File: src/hdl/dtp_pkg.sv
// Shared constants, register map and field layouts of the dual timer block
package dtp_pkg;
    localparam int AW = 6;
    localparam logic [AW-1:0] OFF_T0_CNT = 6'h00;
    localparam logic [AW-1:0] OFF_T0_MODE = 6'h04;
    localparam logic [AW-1:0] OFF_PCON_B = 6'h08;
    localparam logic [AW-1:0] OFF_T1_CNT = 6'h0C;
    localparam logic [AW-1:0] OFF_T1_CTLA = 6'h10;
    localparam logic [AW-1:0] OFF_T1_CTLB = 6'h14;
    localparam logic [AW-1:0] OFF_PS1_VAL = 6'h18;
    localparam logic [AW-1:0] OFF_PWM_DUTY = 6'h1C;
    localparam logic [AW-1:0] OFF_BZ_CTL = 6'h20;
    localparam logic [AW-1:0] OFF_IRQ_FLAG = 6'h24;
    localparam logic [AW-1:0] OFF_IRQ_EN = 6'h28;
    localparam logic [AW-1:0] OFF_PIN_CFG = 6'h2C;
    localparam logic [1:0] RESP_OKAY = 2'h0;
    localparam logic [1:0] RESP_SLVERR = 2'h2;
    localparam int PCON_RUN = 0;
    localparam int PCON_GIE = 7;
    localparam int FLAG_T0 = 0;
    localparam int FLAG_T1 = 3;
    localparam logic [7:0] IRQ_MASK = 8'h09;
    localparam int CFG_BUZZER = 0;
    localparam int CFG_ASYNC = 1;
    localparam logic [7:0] CNT_MAX = 8'hFF;
    localparam logic [7:0] CNT_ZERO = 8'h00;
    localparam logic [7:0] RST_BYTE = 8'h00;
    localparam logic [7:0] T0_MODE_RST = 8'h08;
    localparam logic [7:0] T1_CTLB_RST = 8'h08;
    typedef struct packed {
        logic slow_sel;
        logic rsvd6;
        logic source_sel;
        logic edge_sel;
        logic prescaler_assign;
        logic [2:0] ratio;
    } dtp_t0_mode_t;
    typedef struct packed {
        logic pwm_output_enable;
        logic pwm_polarity_sel;
        logic [2:0] rsvd;
        logic one_shot;
        logic reload_sel;
        logic run;
    } dtp_t1_ctla_t;
    typedef struct packed {
        logic [1:0] rsvd;
        logic source_sel;
        logic edge_sel;
        logic prescaler_enable_n;
        logic [2:0] ratio;
    } dtp_t1_ctlb_t;
endpackage

File: src/hdl/dtp_edge_det.sv
// Count-clock edge detector with optional synchroniser bypass
`timescale 1ns/1ns
module dtp_edge_det (
    input wire logic clk_i,
    input wire logic rst_i,
    input wire logic sig_i,
    input wire logic falling_i,
    input wire logic sync_i,
    output logic pulse_o
);
    logic s1_r;
    logic s2_r;
    logic s2d_r;
    logic raw_d_r;
    logic edge_s;
    logic edge_a;
    // Two-flop synchroniser, history of both paths
    always_ff @(posedge clk_i or posedge rst_i) begin
        if (rst_i) begin
            s1_r <= 1'b0;
            s2_r <= 1'b0;
            s2d_r <= 1'b0;
            raw_d_r <= 1'b0;
        end else begin
            s1_r <= sig_i;
            s2_r <= s1_r;
            s2d_r <= s2_r;
            raw_d_r <= sig_i;
        end
    end
    // Falling or rising edge per select
    assign edge_s = falling_i ? (s2d_r & ~s2_r) : (s2_r & ~s2d_r);
    assign edge_a = falling_i ? (raw_d_r & ~sig_i) : (sig_i & ~raw_d_r);
    assign pulse_o = sync_i ? edge_s : edge_a;
endmodule // dtp_edge_det

File: src/hdl/dtp_prescaler.sv
// Binary prescaler with ratio select, clear and bypass
`timescale 1ns/1ns
module dtp_prescaler #(
    parameter int W = 8
) (
    input wire logic clk_i,
    input wire logic rst_i,
    input wire logic clr_i,
    input wire logic tick_i,
    input wire logic bypass_i,
    input wire logic [2:0] ratio_i,
    output logic tick_o,
    output logic [W-1:0] value_o
);
    logic [W-1:0] cnt_r;
    logic [W-1:0] mask;
    logic term;
    // Running count, cleared on request
    always_ff @(posedge clk_i or posedge rst_i) begin
        if (rst_i) begin
            cnt_r <= '0;
        end else if (clr_i) begin
            cnt_r <= '0;
        end else if (tick_i) begin
            cnt_r <= cnt_r + 1'b1;
        end
    end
    // Terminal when low ratio+1 bits all set
    assign mask = W'((9'h002 << ratio_i) - 9'h001);
    assign term = ((cnt_r | ~mask) == {W{1'b1}});
    assign tick_o = bypass_i ? tick_i : (tick_i & term);
    assign value_o = cnt_r;
endmodule // dtp_prescaler

File: src/hdl/dtp_top.sv
// Dual timer with PWM and buzzer output behind an AXI4-Lite slave
//
// The register offsets and the AXI4-Lite interface to the registers were decided locally.
`timescale 1ns/1ns
module dtp_top import dtp_pkg::*; #(
    parameter int CW = 8
) (
    input wire logic clk_i,
    input wire logic rst_i,
    input wire logic [AW-1:0] s_axi_awaddr_i,
    input wire logic s_axi_awvalid_i,
    output logic s_axi_awready_o,
    input wire logic [31:0] s_axi_wdata_i,
    input wire logic [3:0] s_axi_wstrb_i,
    input wire logic s_axi_wvalid_i,
    output logic s_axi_wready_o,
    output logic [1:0] s_axi_bresp_o,
    output logic s_axi_bvalid_o,
    input wire logic s_axi_bready_i,
    input wire logic [AW-1:0] s_axi_araddr_i,
    input wire logic s_axi_arvalid_i,
    output logic s_axi_arready_o,
    output logic [31:0] s_axi_rdata_o,
    output logic [1:0] s_axi_rresp_o,
    output logic s_axi_rvalid_o,
    input wire logic s_axi_rready_i,
    input wire logic external_count_clock_i,
    input wire logic slow_internal_oscillator_i,
    output logic irq_o,
    output logic shared_output_pin_o,
    output logic shared_output_pin_oe_o
);
    // Bus channel state
    logic awready_r;
    logic wready_r;
    logic aw_full_r;
    logic w_full_r;
    logic [AW-1:0] aw_addr_r;
    logic [7:0] w_data_r;
    logic w_strb_r;
    logic bvalid_r;
    logic [1:0] bresp_r;
    logic arready_r;
    logic rvalid_r;
    logic [31:0] rdata_r;
    logic [1:0] rresp_r;
    logic wr_do;
    // Software-visible registers
    logic [CW-1:0] t0_cnt_r;
    dtp_t0_mode_t t0_mode_r;
    logic [7:0] pcon_r;
    logic [CW-1:0] t1_cnt_r;
    logic [CW-1:0] t1_reload_r;
    dtp_t1_ctla_t t1a_r;
    dtp_t1_ctlb_t t1b_r;
    logic [CW-1:0] duty_r;
    logic bz_en_r;
    logic [3:0] bz_sel_r;
    logic [7:0] flags_r;
    logic [7:0] irq_enable_reg_r;
    logic [1:0] pin_cfg_r;
    // Internal timing nets
    logic ps0_clr_r;
    logic edge0;
    logic edge1;
    logic t0_src_tick;
    logic t0_tick;
    logic t1_src_tick;
    logic t1_tick;
    logic [CW-1:0] ps0_val;
    logic [CW-1:0] ps1_val;
    logic t0_ovf;
    logic t1_unf;
    logic [7:0] flag_set;
    logic [7:0] flag_clr;
    logic pwm_level;
    logic bz_wave;
    logic irq_r;
    logic pin_r;
    logic pin_oe_r;

    // Write strobe for one register offset
    function automatic logic wr_at(input logic [AW-1:0] off);
        return wr_do && w_strb_r && (aw_addr_r == off);
    endfunction

    // Offset is a mapped register
    function automatic logic addr_ok(input logic [AW-1:0] a);
        return (a <= OFF_PIN_CFG) && (a[1:0] == 2'h0);
    endfunction

    assign wr_do = aw_full_r && w_full_r && !bvalid_r;

    // Write address channel, holds one address
    always_ff @(posedge clk_i or posedge rst_i) begin
        if (rst_i) begin
            awready_r <= 1'b1;
            aw_full_r <= 1'b0;
            aw_addr_r <= '0;
        end else if (s_axi_awvalid_i && awready_r) begin
            awready_r <= 1'b0;
            aw_full_r <= 1'b1;
            aw_addr_r <= s_axi_awaddr_i;
        end else if (wr_do) begin
            awready_r <= 1'b1;
            aw_full_r <= 1'b0;
        end
    end

    // Write data channel, only the low byte lane matters
    always_ff @(posedge clk_i or posedge rst_i) begin
        if (rst_i) begin
            wready_r <= 1'b1;
            w_full_r <= 1'b0;
            w_data_r <= RST_BYTE;
            w_strb_r <= 1'b0;
        end else if (s_axi_wvalid_i && wready_r) begin
            wready_r <= 1'b0;
            w_full_r <= 1'b1;
            w_data_r <= s_axi_wdata_i[7:0];
            w_strb_r <= s_axi_wstrb_i[0];
        end else if (wr_do) begin
            wready_r <= 1'b1;
            w_full_r <= 1'b0;
        end
    end

    // Write response one cycle after both halves arrive
    always_ff @(posedge clk_i or posedge rst_i) begin
        if (rst_i) begin
            bvalid_r <= 1'b0;
            bresp_r <= RESP_OKAY;
        end else if (wr_do) begin
            bvalid_r <= 1'b1;
            bresp_r <= addr_ok(aw_addr_r) ? RESP_OKAY : RESP_SLVERR;
        end else if (bvalid_r && s_axi_bready_i) begin
            bvalid_r <= 1'b0;
        end
    end

    // Read channel, data one cycle after address
    always_ff @(posedge clk_i or posedge rst_i) begin
        if (rst_i) begin
            arready_r <= 1'b1;
            rvalid_r <= 1'b0;
            rdata_r <= '0;
            rresp_r <= RESP_OKAY;
        end else if (s_axi_arvalid_i && arready_r) begin
            arready_r <= 1'b0;
            rvalid_r <= 1'b1;
            rresp_r <= addr_ok(s_axi_araddr_i) ? RESP_OKAY : RESP_SLVERR;
            rdata_r <= '0;
            if (s_axi_araddr_i == OFF_T0_CNT) begin
                rdata_r[CW-1:0] <= t0_cnt_r;
            end else if (s_axi_araddr_i == OFF_T0_MODE) begin
                rdata_r[7:0] <= t0_mode_r;
            end else if (s_axi_araddr_i == OFF_PCON_B) begin
                rdata_r[7:0] <= pcon_r;
            end else if (s_axi_araddr_i == OFF_T1_CNT) begin
                rdata_r[CW-1:0] <= t1_cnt_r;
            end else if (s_axi_araddr_i == OFF_T1_CTLA) begin
                rdata_r[7:0] <= t1a_r;
            end else if (s_axi_araddr_i == OFF_T1_CTLB) begin
                rdata_r[7:0] <= t1b_r;
            end else if (s_axi_araddr_i == OFF_PS1_VAL) begin
                rdata_r[CW-1:0] <= ps1_val;
            end else if (s_axi_araddr_i == OFF_PWM_DUTY) begin
                rdata_r[CW-1:0] <= duty_r;
            end else if (s_axi_araddr_i == OFF_BZ_CTL) begin
                rdata_r[7:0] <= {bz_en_r, 3'h0, bz_sel_r};
            end else if (s_axi_araddr_i == OFF_IRQ_FLAG) begin
                rdata_r[7:0] <= flags_r;
            end else if (s_axi_araddr_i == OFF_IRQ_EN) begin
                rdata_r[7:0] <= irq_enable_reg_r;
            end else if (s_axi_araddr_i == OFF_PIN_CFG) begin
                rdata_r[1:0] <= pin_cfg_r;
            end
        end else if (rvalid_r && s_axi_rready_i) begin
            arready_r <= 1'b1;
            rvalid_r <= 1'b0;
        end
    end

    // Plain control registers
    always_ff @(posedge clk_i or posedge rst_i) begin
        if (rst_i) begin
            t0_mode_r <= T0_MODE_RST;
            pcon_r <= RST_BYTE;
            t1b_r <= T1_CTLB_RST;
            duty_r <= '0;
            bz_en_r <= 1'b0;
            bz_sel_r <= 4'h0;
            irq_enable_reg_r <= RST_BYTE;
            pin_cfg_r <= 2'h0;
        end else begin
            if (wr_at(OFF_T0_MODE)) t0_mode_r <= w_data_r;
            if (wr_at(OFF_PCON_B)) pcon_r <= w_data_r;
            if (wr_at(OFF_T1_CTLB)) t1b_r <= w_data_r;
            if (wr_at(OFF_PWM_DUTY)) duty_r <= w_data_r[CW-1:0];
            if (wr_at(OFF_BZ_CTL)) bz_en_r <= w_data_r[7];
            if (wr_at(OFF_BZ_CTL)) bz_sel_r <= w_data_r[3:0];
            if (wr_at(OFF_IRQ_EN)) irq_enable_reg_r <= w_data_r & IRQ_MASK;
            if (wr_at(OFF_PIN_CFG)) pin_cfg_r <= w_data_r[1:0];
        end
    end

    // Prescaler clear after a zero written to the assign bit
    always_ff @(posedge clk_i or posedge rst_i) begin
        if (rst_i) begin
            ps0_clr_r <= 1'b0;
        end else begin
            ps0_clr_r <= wr_at(OFF_T0_MODE) && !w_data_r[3];
        end
    end

    // First counter source edge, pin or slow oscillator
    dtp_edge_det u_edge0 (
        .clk_i(clk_i),
        .rst_i(rst_i),
        .sig_i(t0_mode_r.slow_sel ? slow_internal_oscillator_i
                                  : external_count_clock_i),
        .falling_i(t0_mode_r.edge_sel),
        .sync_i(!pin_cfg_r[CFG_ASYNC]),
        .pulse_o(edge0)
    );

    // Instruction clock or selected edge, gated by run bit
    assign t0_src_tick = t0_mode_r.source_sel ? edge0 : 1'b1;

    // First prescaler, bypassed when assigned away
    dtp_prescaler #(.W(CW)) u_ps0 (
        .clk_i(clk_i),
        .rst_i(rst_i),
        .clr_i(ps0_clr_r),
        .tick_i(pcon_r[PCON_RUN] && t0_src_tick),
        .bypass_i(t0_mode_r.prescaler_assign),
        .ratio_i(t0_mode_r.ratio),
        .tick_o(t0_tick),
        .value_o(ps0_val)
    );

    // First counter counts up; a write wins over a tick
    assign t0_ovf = t0_tick && (t0_cnt_r == CNT_MAX) && !wr_at(OFF_T0_CNT);
    always_ff @(posedge clk_i or posedge rst_i) begin
        if (rst_i) begin
            t0_cnt_r <= '0;
        end else if (wr_at(OFF_T0_CNT)) begin
            t0_cnt_r <= w_data_r[CW-1:0];
        end else if (t0_tick) begin
            t0_cnt_r <= t0_cnt_r + 1'b1;
        end
    end

    // Second counter source edge, always synchronised
    dtp_edge_det u_edge1 (
        .clk_i(clk_i),
        .rst_i(rst_i),
        .sig_i(external_count_clock_i),
        .falling_i(t1b_r.edge_sel),
        .sync_i(1'b1),
        .pulse_o(edge1)
    );

    assign t1_src_tick = t1b_r.source_sel ? edge1 : 1'b1;

    // Second prescaler, active when its enable is low
    dtp_prescaler #(.W(CW)) u_ps1 (
        .clk_i(clk_i),
        .rst_i(rst_i),
        .clr_i(1'b0),
        .tick_i(t1a_r.run && t1_src_tick),
        .bypass_i(t1b_r.prescaler_enable_n),
        .ratio_i(t1b_r.ratio),
        .tick_o(t1_tick),
        .value_o(ps1_val)
    );

    // Underflow is a tick seen at zero
    assign t1_unf = t1_tick && (t1_cnt_r == CNT_ZERO) && !wr_at(OFF_T1_CNT);

    // Second counter and its reload register
    always_ff @(posedge clk_i or posedge rst_i) begin
        if (rst_i) begin
            t1_cnt_r <= '0;
            t1_reload_r <= '0;
        end else if (wr_at(OFF_T1_CNT)) begin
            t1_cnt_r <= w_data_r[CW-1:0];
            t1_reload_r <= w_data_r[CW-1:0];
        end else if (t1_unf) begin
            if (t1a_r.one_shot) begin
                t1_cnt_r <= '0;
            end else if (t1a_r.reload_sel) begin
                t1_cnt_r <= t1_reload_r;
            end else begin
                t1_cnt_r <= CNT_MAX;
            end
        end else if (t1_tick) begin
            t1_cnt_r <= t1_cnt_r - 1'b1;
        end
    end

    // Control A; one-shot underflow drops the run bit
    always_ff @(posedge clk_i or posedge rst_i) begin
        if (rst_i) begin
            t1a_r <= RST_BYTE;
        end else if (wr_at(OFF_T1_CTLA)) begin
            t1a_r <= w_data_r;
        end else if (t1_unf && t1a_r.one_shot) begin
            t1a_r.run <= 1'b0;
        end
    end

    // Sticky flags: hardware set beats a software clear
    assign flag_set = {4'h0, t1_unf, 2'h0, t0_ovf};
    assign flag_clr = wr_at(OFF_IRQ_FLAG) ? ~w_data_r : RST_BYTE;
    always_ff @(posedge clk_i or posedge rst_i) begin
        if (rst_i) begin
            flags_r <= RST_BYTE;
        end else begin
            flags_r <= ((flags_r & ~flag_clr) | flag_set) & IRQ_MASK;
        end
    end

    // Interrupt request gated by enables and global enable
    always_ff @(posedge clk_i or posedge rst_i) begin
        if (rst_i) begin
            irq_r <= 1'b0;
        end else begin
            irq_r <= pcon_r[PCON_GIE] && |(flags_r & irq_enable_reg_r);
        end
    end

    // PWM active below duty, polarity applied last
    assign pwm_level = (t1_cnt_r < duty_r) ^ t1a_r.pwm_polarity_sel;

    // Buzzer taps a prescaler or counter bit
    assign bz_wave = bz_sel_r[3] ? t1_cnt_r[bz_sel_r[2:0]]
                                 : ps1_val[bz_sel_r[2:0]];

    // Shared pin driver and forced direction
    always_ff @(posedge clk_i or posedge rst_i) begin
        if (rst_i) begin
            pin_r <= 1'b0;
            pin_oe_r <= 1'b0;
        end else if (pin_cfg_r[CFG_BUZZER]) begin
            pin_r <= bz_en_r && bz_wave;
            pin_oe_r <= bz_en_r;
        end else begin
            pin_r <= t1a_r.pwm_output_enable && pwm_level;
            pin_oe_r <= t1a_r.pwm_output_enable;
        end
    end

    assign s_axi_awready_o = awready_r;
    assign s_axi_wready_o = wready_r;
    assign s_axi_bvalid_o = bvalid_r;
    assign s_axi_bresp_o = bresp_r;
    assign s_axi_arready_o = arready_r;
    assign s_axi_rvalid_o = rvalid_r;
    assign s_axi_rdata_o = rdata_r;
    assign s_axi_rresp_o = rresp_r;
    assign irq_o = irq_r;
    assign shared_output_pin_o = pin_r;
    assign shared_output_pin_oe_o = pin_oe_r;
endmodule // dtp_top

File: config.mk
export PLATFORM = sky130hd
export DESIGN_NAME = dtp_top
export DESIGN_NICKNAME = d
export VERILOG_FILES = /design/src/hdl/dtp_pkg.sv /design/src/hdl/dtp_edge_det.sv /design/src/hdl/dtp_prescaler.sv /design/src/hdl/dtp_top.sv
export SDC_FILE = /design/constraint.sdc
export NUM_CORES = 1
export LEC_CHECK = 0
export BUFFER_PORTS_ARGS = -buffer_cell sky130_fd_sc_hd__buf_2
export CORE_ASPECT_RATIO = 2
export CORE_MARGIN = 5
export CORE_UTILIZATION = 45
export CTS_CLUSTER_DIAMETER = 100
export DETAILED_ROUTE_END_ITERATION = 8
export PLACE_DENSITY = 0.67
export SLEW_MARGIN = 20
export SYNTH_ARGS = -nofsm -noshare
export SYNTH_HDL_FRONTEND = slang
export SYNTH_SLANG_ARGS = --single-unit
File: constraint.sdc
create_clock -name clk_i -period 6.51 [get_ports clk_i]
set_input_delay 0.651 -clock clk_i [delete_from_list [all_inputs] [get_ports clk_i]]
set_output_delay 0.651 -clock clk_i [all_outputs]
set_load 0.02 [all_outputs]
==> run metrics <==
met3 wire len 1090 um; initial antenna violation count 0; Slowest cell on crit path nor4b_2; critical path's top delay family simple AND/OR/NAND/NOR gates; Slew headroom 0.268; metal2 WL slightly above 8000 um; Synth Register Bits approximately 130; placer congestion estimate 0.847; synthesis-to-layout area growth 12.5%; Reg clk slew, reported paths 60 ps; max incr delay on CP 800 ps; largest net degree at the start of global routing 76; power per cell area 362 nW/um^2; ranking of synthesized cells by area dfrtp_1 (45%), mux2_2 (10%), o21ai_0 (3.7%); DP Wirelength 11900 um; hold_buf cts 0; GRT Overall Usage 0.193; nets@finish between 700 and 800; clock share of power 0.333; first-pass GRT wire length 28100 um; routed vias 5184; post-synth top area share 0.452; VDD IR max ~0.28 mV; layout cells sized above 1 0.247; kind of critical path reg2reg; I/O pin total 101; residual DRC count 0; Synth Flop Type dfrtp_1; core footprint 15600 sq um; Post-Syn Area 7090 sq um; Top Metal Used met4; max-cap violations 0; Worst Path Arrival 3020 ps; Reg2Reg Setup Slack 3800 ps; critical path required time 6820 ps; period utilization 0.416; number of enable flip-flop cells after synthesis 0; Setup crit start kind flip-flop; CP Capture Type flip-flop; CTS tree yes; Hold Vio Cnt, Final 0; YS warnings 0; DIE WIDTH 98.7 um; clk buf depth 2; critical path, cell by cell or4_1, nor4b_2, o21ai_0, o21ai_0, nor2_1, a221o_1; HP Class in2async; number of gates resized after CTS 0; drt total wl 17000 um; count leader, synth dfrtp_1; maximum clock rate around 370 MHz; # H-tree levels 4; Worst-Margin Slew 1090 ps; endpoints failing setup 0; 1st-iter DRT viols 414; cell taking the most area after synthesis dfrtp_1; Post-CTS Setup Inserts 0; Sw Ratio 0.350; sw power 1.01 mW; setup TNS 0 ps; Antenna Nets Post-Route 0; Via density 5.65; die area 18500 sq um; internal power between 1.5 and 2 mW; RSZ-0062 raised after global routing false; post-DR wirelength/cell approximately 19 um; antenna diode count 0; Final Skew 9.23 ps; CTS Sinks 133; num rows 65; Leak 3.57 nW; sequential share of power 0.432; share of total power in combinational logic 0.235; Final Util 0.511; routed length on met1 6990 um; Synth top cells by count dfrtp_1 (128), mux2_2 (66), o21ai_0 (53); Overflow after GRT 0; Die H 187 um; Crit Path Max Fanout 14; fin. max-slew vios 0; router iterations before antenna repair 5; clk_lat worst skew 420 ps; Syn Area/Cell 10.6 sq um; vias in the first global route approximately 5200; run status finished, final reports clean; crit path buf inv count 0; most frequent CP cell o21ai_0; IO Port Bufs 47; Starting Density 0.454; CTS Root Cell clkbuf_16; Post-Syn Instances 668; Cell variety after synth 60; Seq/Total Area, Yosys 0.471; Tmin final between 2000 and 3000 ps; CTS Buf Count 17; FFs w/ async S/R, synth 1.00
[metal layers]
metal / up-vias / GRT usage
met5: - / 0
met4: 0 / 0.107
met3: 51 / 0.0403
met2: 196 / 0.297
met1: 2505 / 0.251
li1: 2432 / -
[through the flow]
step | hold WS [ps] | cell area, sq um | setup WS, ps | instances | total power [mW]
final | 285 | 7970 | 3800 | 917 | 2.88
after global routing | 340 | 7970 | 3540 | 917 | 3.06
after CTS | 304 | 7970 | 3800 | 917 | 2.90
after detailed placement | 336 | 7380 | 3630 | 885 | 1.93
after global placement | 338 | 7380 | 3680 | 885 | 1.91
after floorplan | 331 | 7180 | 2310 | 693 | 1.71
[state kept, by name, indices dropped and copies added, names as in the netlist, 8 cells and up]
register,flops
pcon_r,8
u_ps1.value_o,8
s_axi_rdata_o,8
t0_mode_r,8
duty_r,8
u_ps0.value_o,8
t0_cnt_r,8
t1_reload_r,8
t1b_r,8
t1_cnt_r,8
w_data_r,8
t1a_r,8
[cell families after synthesis]
kind of cell | after synthesis | synth area share
simple gates | 181 | 0.135
compound gates | 141 | 0.126
flops | 133 | 0.471
mux | 88 | 0.156
buf+inv | 88 | 0.0606
xor+xnor | 24 | 0.0297
fa+ha+maj | 12 | 0.0212
other cells | 1 | 0.000529
[cells in the final DEF (no fill, tap or decap), types with 4 or more instances in the layout]
cell type | netlist | layout
o21ai_0 | 53 | 53
nor4b_1 | 4 | 4
conb_1 | 1 | 26
nor3b_1 | 4 | 4
xor2_1 | 9 | 9
nand3_1 | 10 | 10
a221o_1 | 7 | 7
inv_6 | 0 | 8
a211oi_1 | 5 | 5
dfrtp_1 | 128 | 128
clkinvlp_4 | 0 | 4
nor2_1 | 42 | 42
and3_1 | 4 | 4
nand2_1 | 45 | 45
nor3_1 | 10 | 10
a22oi_1 | 5 | 5
nand4_1 | 4 | 4
a31oi_1 | 5 | 5
nor2b_1 | 16 | 16
xnor2_1 | 15 | 15
or4_1 | 4 | 4
inv_1 | 29 | 28
nand2b_1 | 10 | 10
a21oi_1 | 32 | 32
mux2i_1 | 10 | 10
mux2_2 | 66 | 66
a32oi_1 | 4 | 4
a21o_1 | 5 | 5
ha_1 | 12 | 12
mux4_2 | 11 | 11
dfstp_2 | 5 | 5
buf_2 | 0 | 47
nand3b_1 | 6 | 6
o31ai_1 | 5 | 5
or3_1 | 5 | 5
clkbuf_16 | 0 | 17
[power groups by stage]
stage	logic [mW]	registers (mW)	clock network [mW]
2_1_floorplan	0.588	1.12	0
3_3_place_gp	0.657	1.25	0
3_5_place_dp	0.677	1.26	0
4_1_cts	0.681	1.24	0.977
5_1_grt	0.768	1.28	1.02
6_report	0.676	1.25	0.961
[final timing paths]
| path | to | depth (start not counted) | from |
|---|---|---|---|
| min in group clk_i | u_edge1.s2_r$_DFF_PP0_ | 0 | u_edge1.s1_r$_DFF_PP0_ |
| max in group asynchronous | pcon_r[4]$_DFFE_PP0P_ | 3 | rst_i |
| max | t1_cnt_r[3]$_DFFE_PP0P_ | 6 | t1_cnt_r[5]$_DFFE_PP0P_ |
| max reg2reg | t1_cnt_r[3]$_DFFE_PP0P_ | 6 | t1_cnt_r[5]$_DFFE_PP0P_ |
| min reg2reg | u_edge1.s2_r$_DFF_PP0_ | 0 | u_edge1.s1_r$_DFF_PP0_ |
| min | u_ps0.value_o[3]$_DFFE_PP0P_ | 2 | rst_i |
[layout make-up]
cell class / instances / area [sq um]
Fill cell: 1437 / 7640
Multi-Input combinational cell: 472 / 3420
Sequential cell: 133 / 3330
Clock buffer: 17 / 425
Timing Repair Buffer: 50 / 258
Tap cell: 201 / 251
Clock inverter: 15 / 169
Inverter: 29 / 114
No activity file was read; power rests on OpenSTA's default activity.
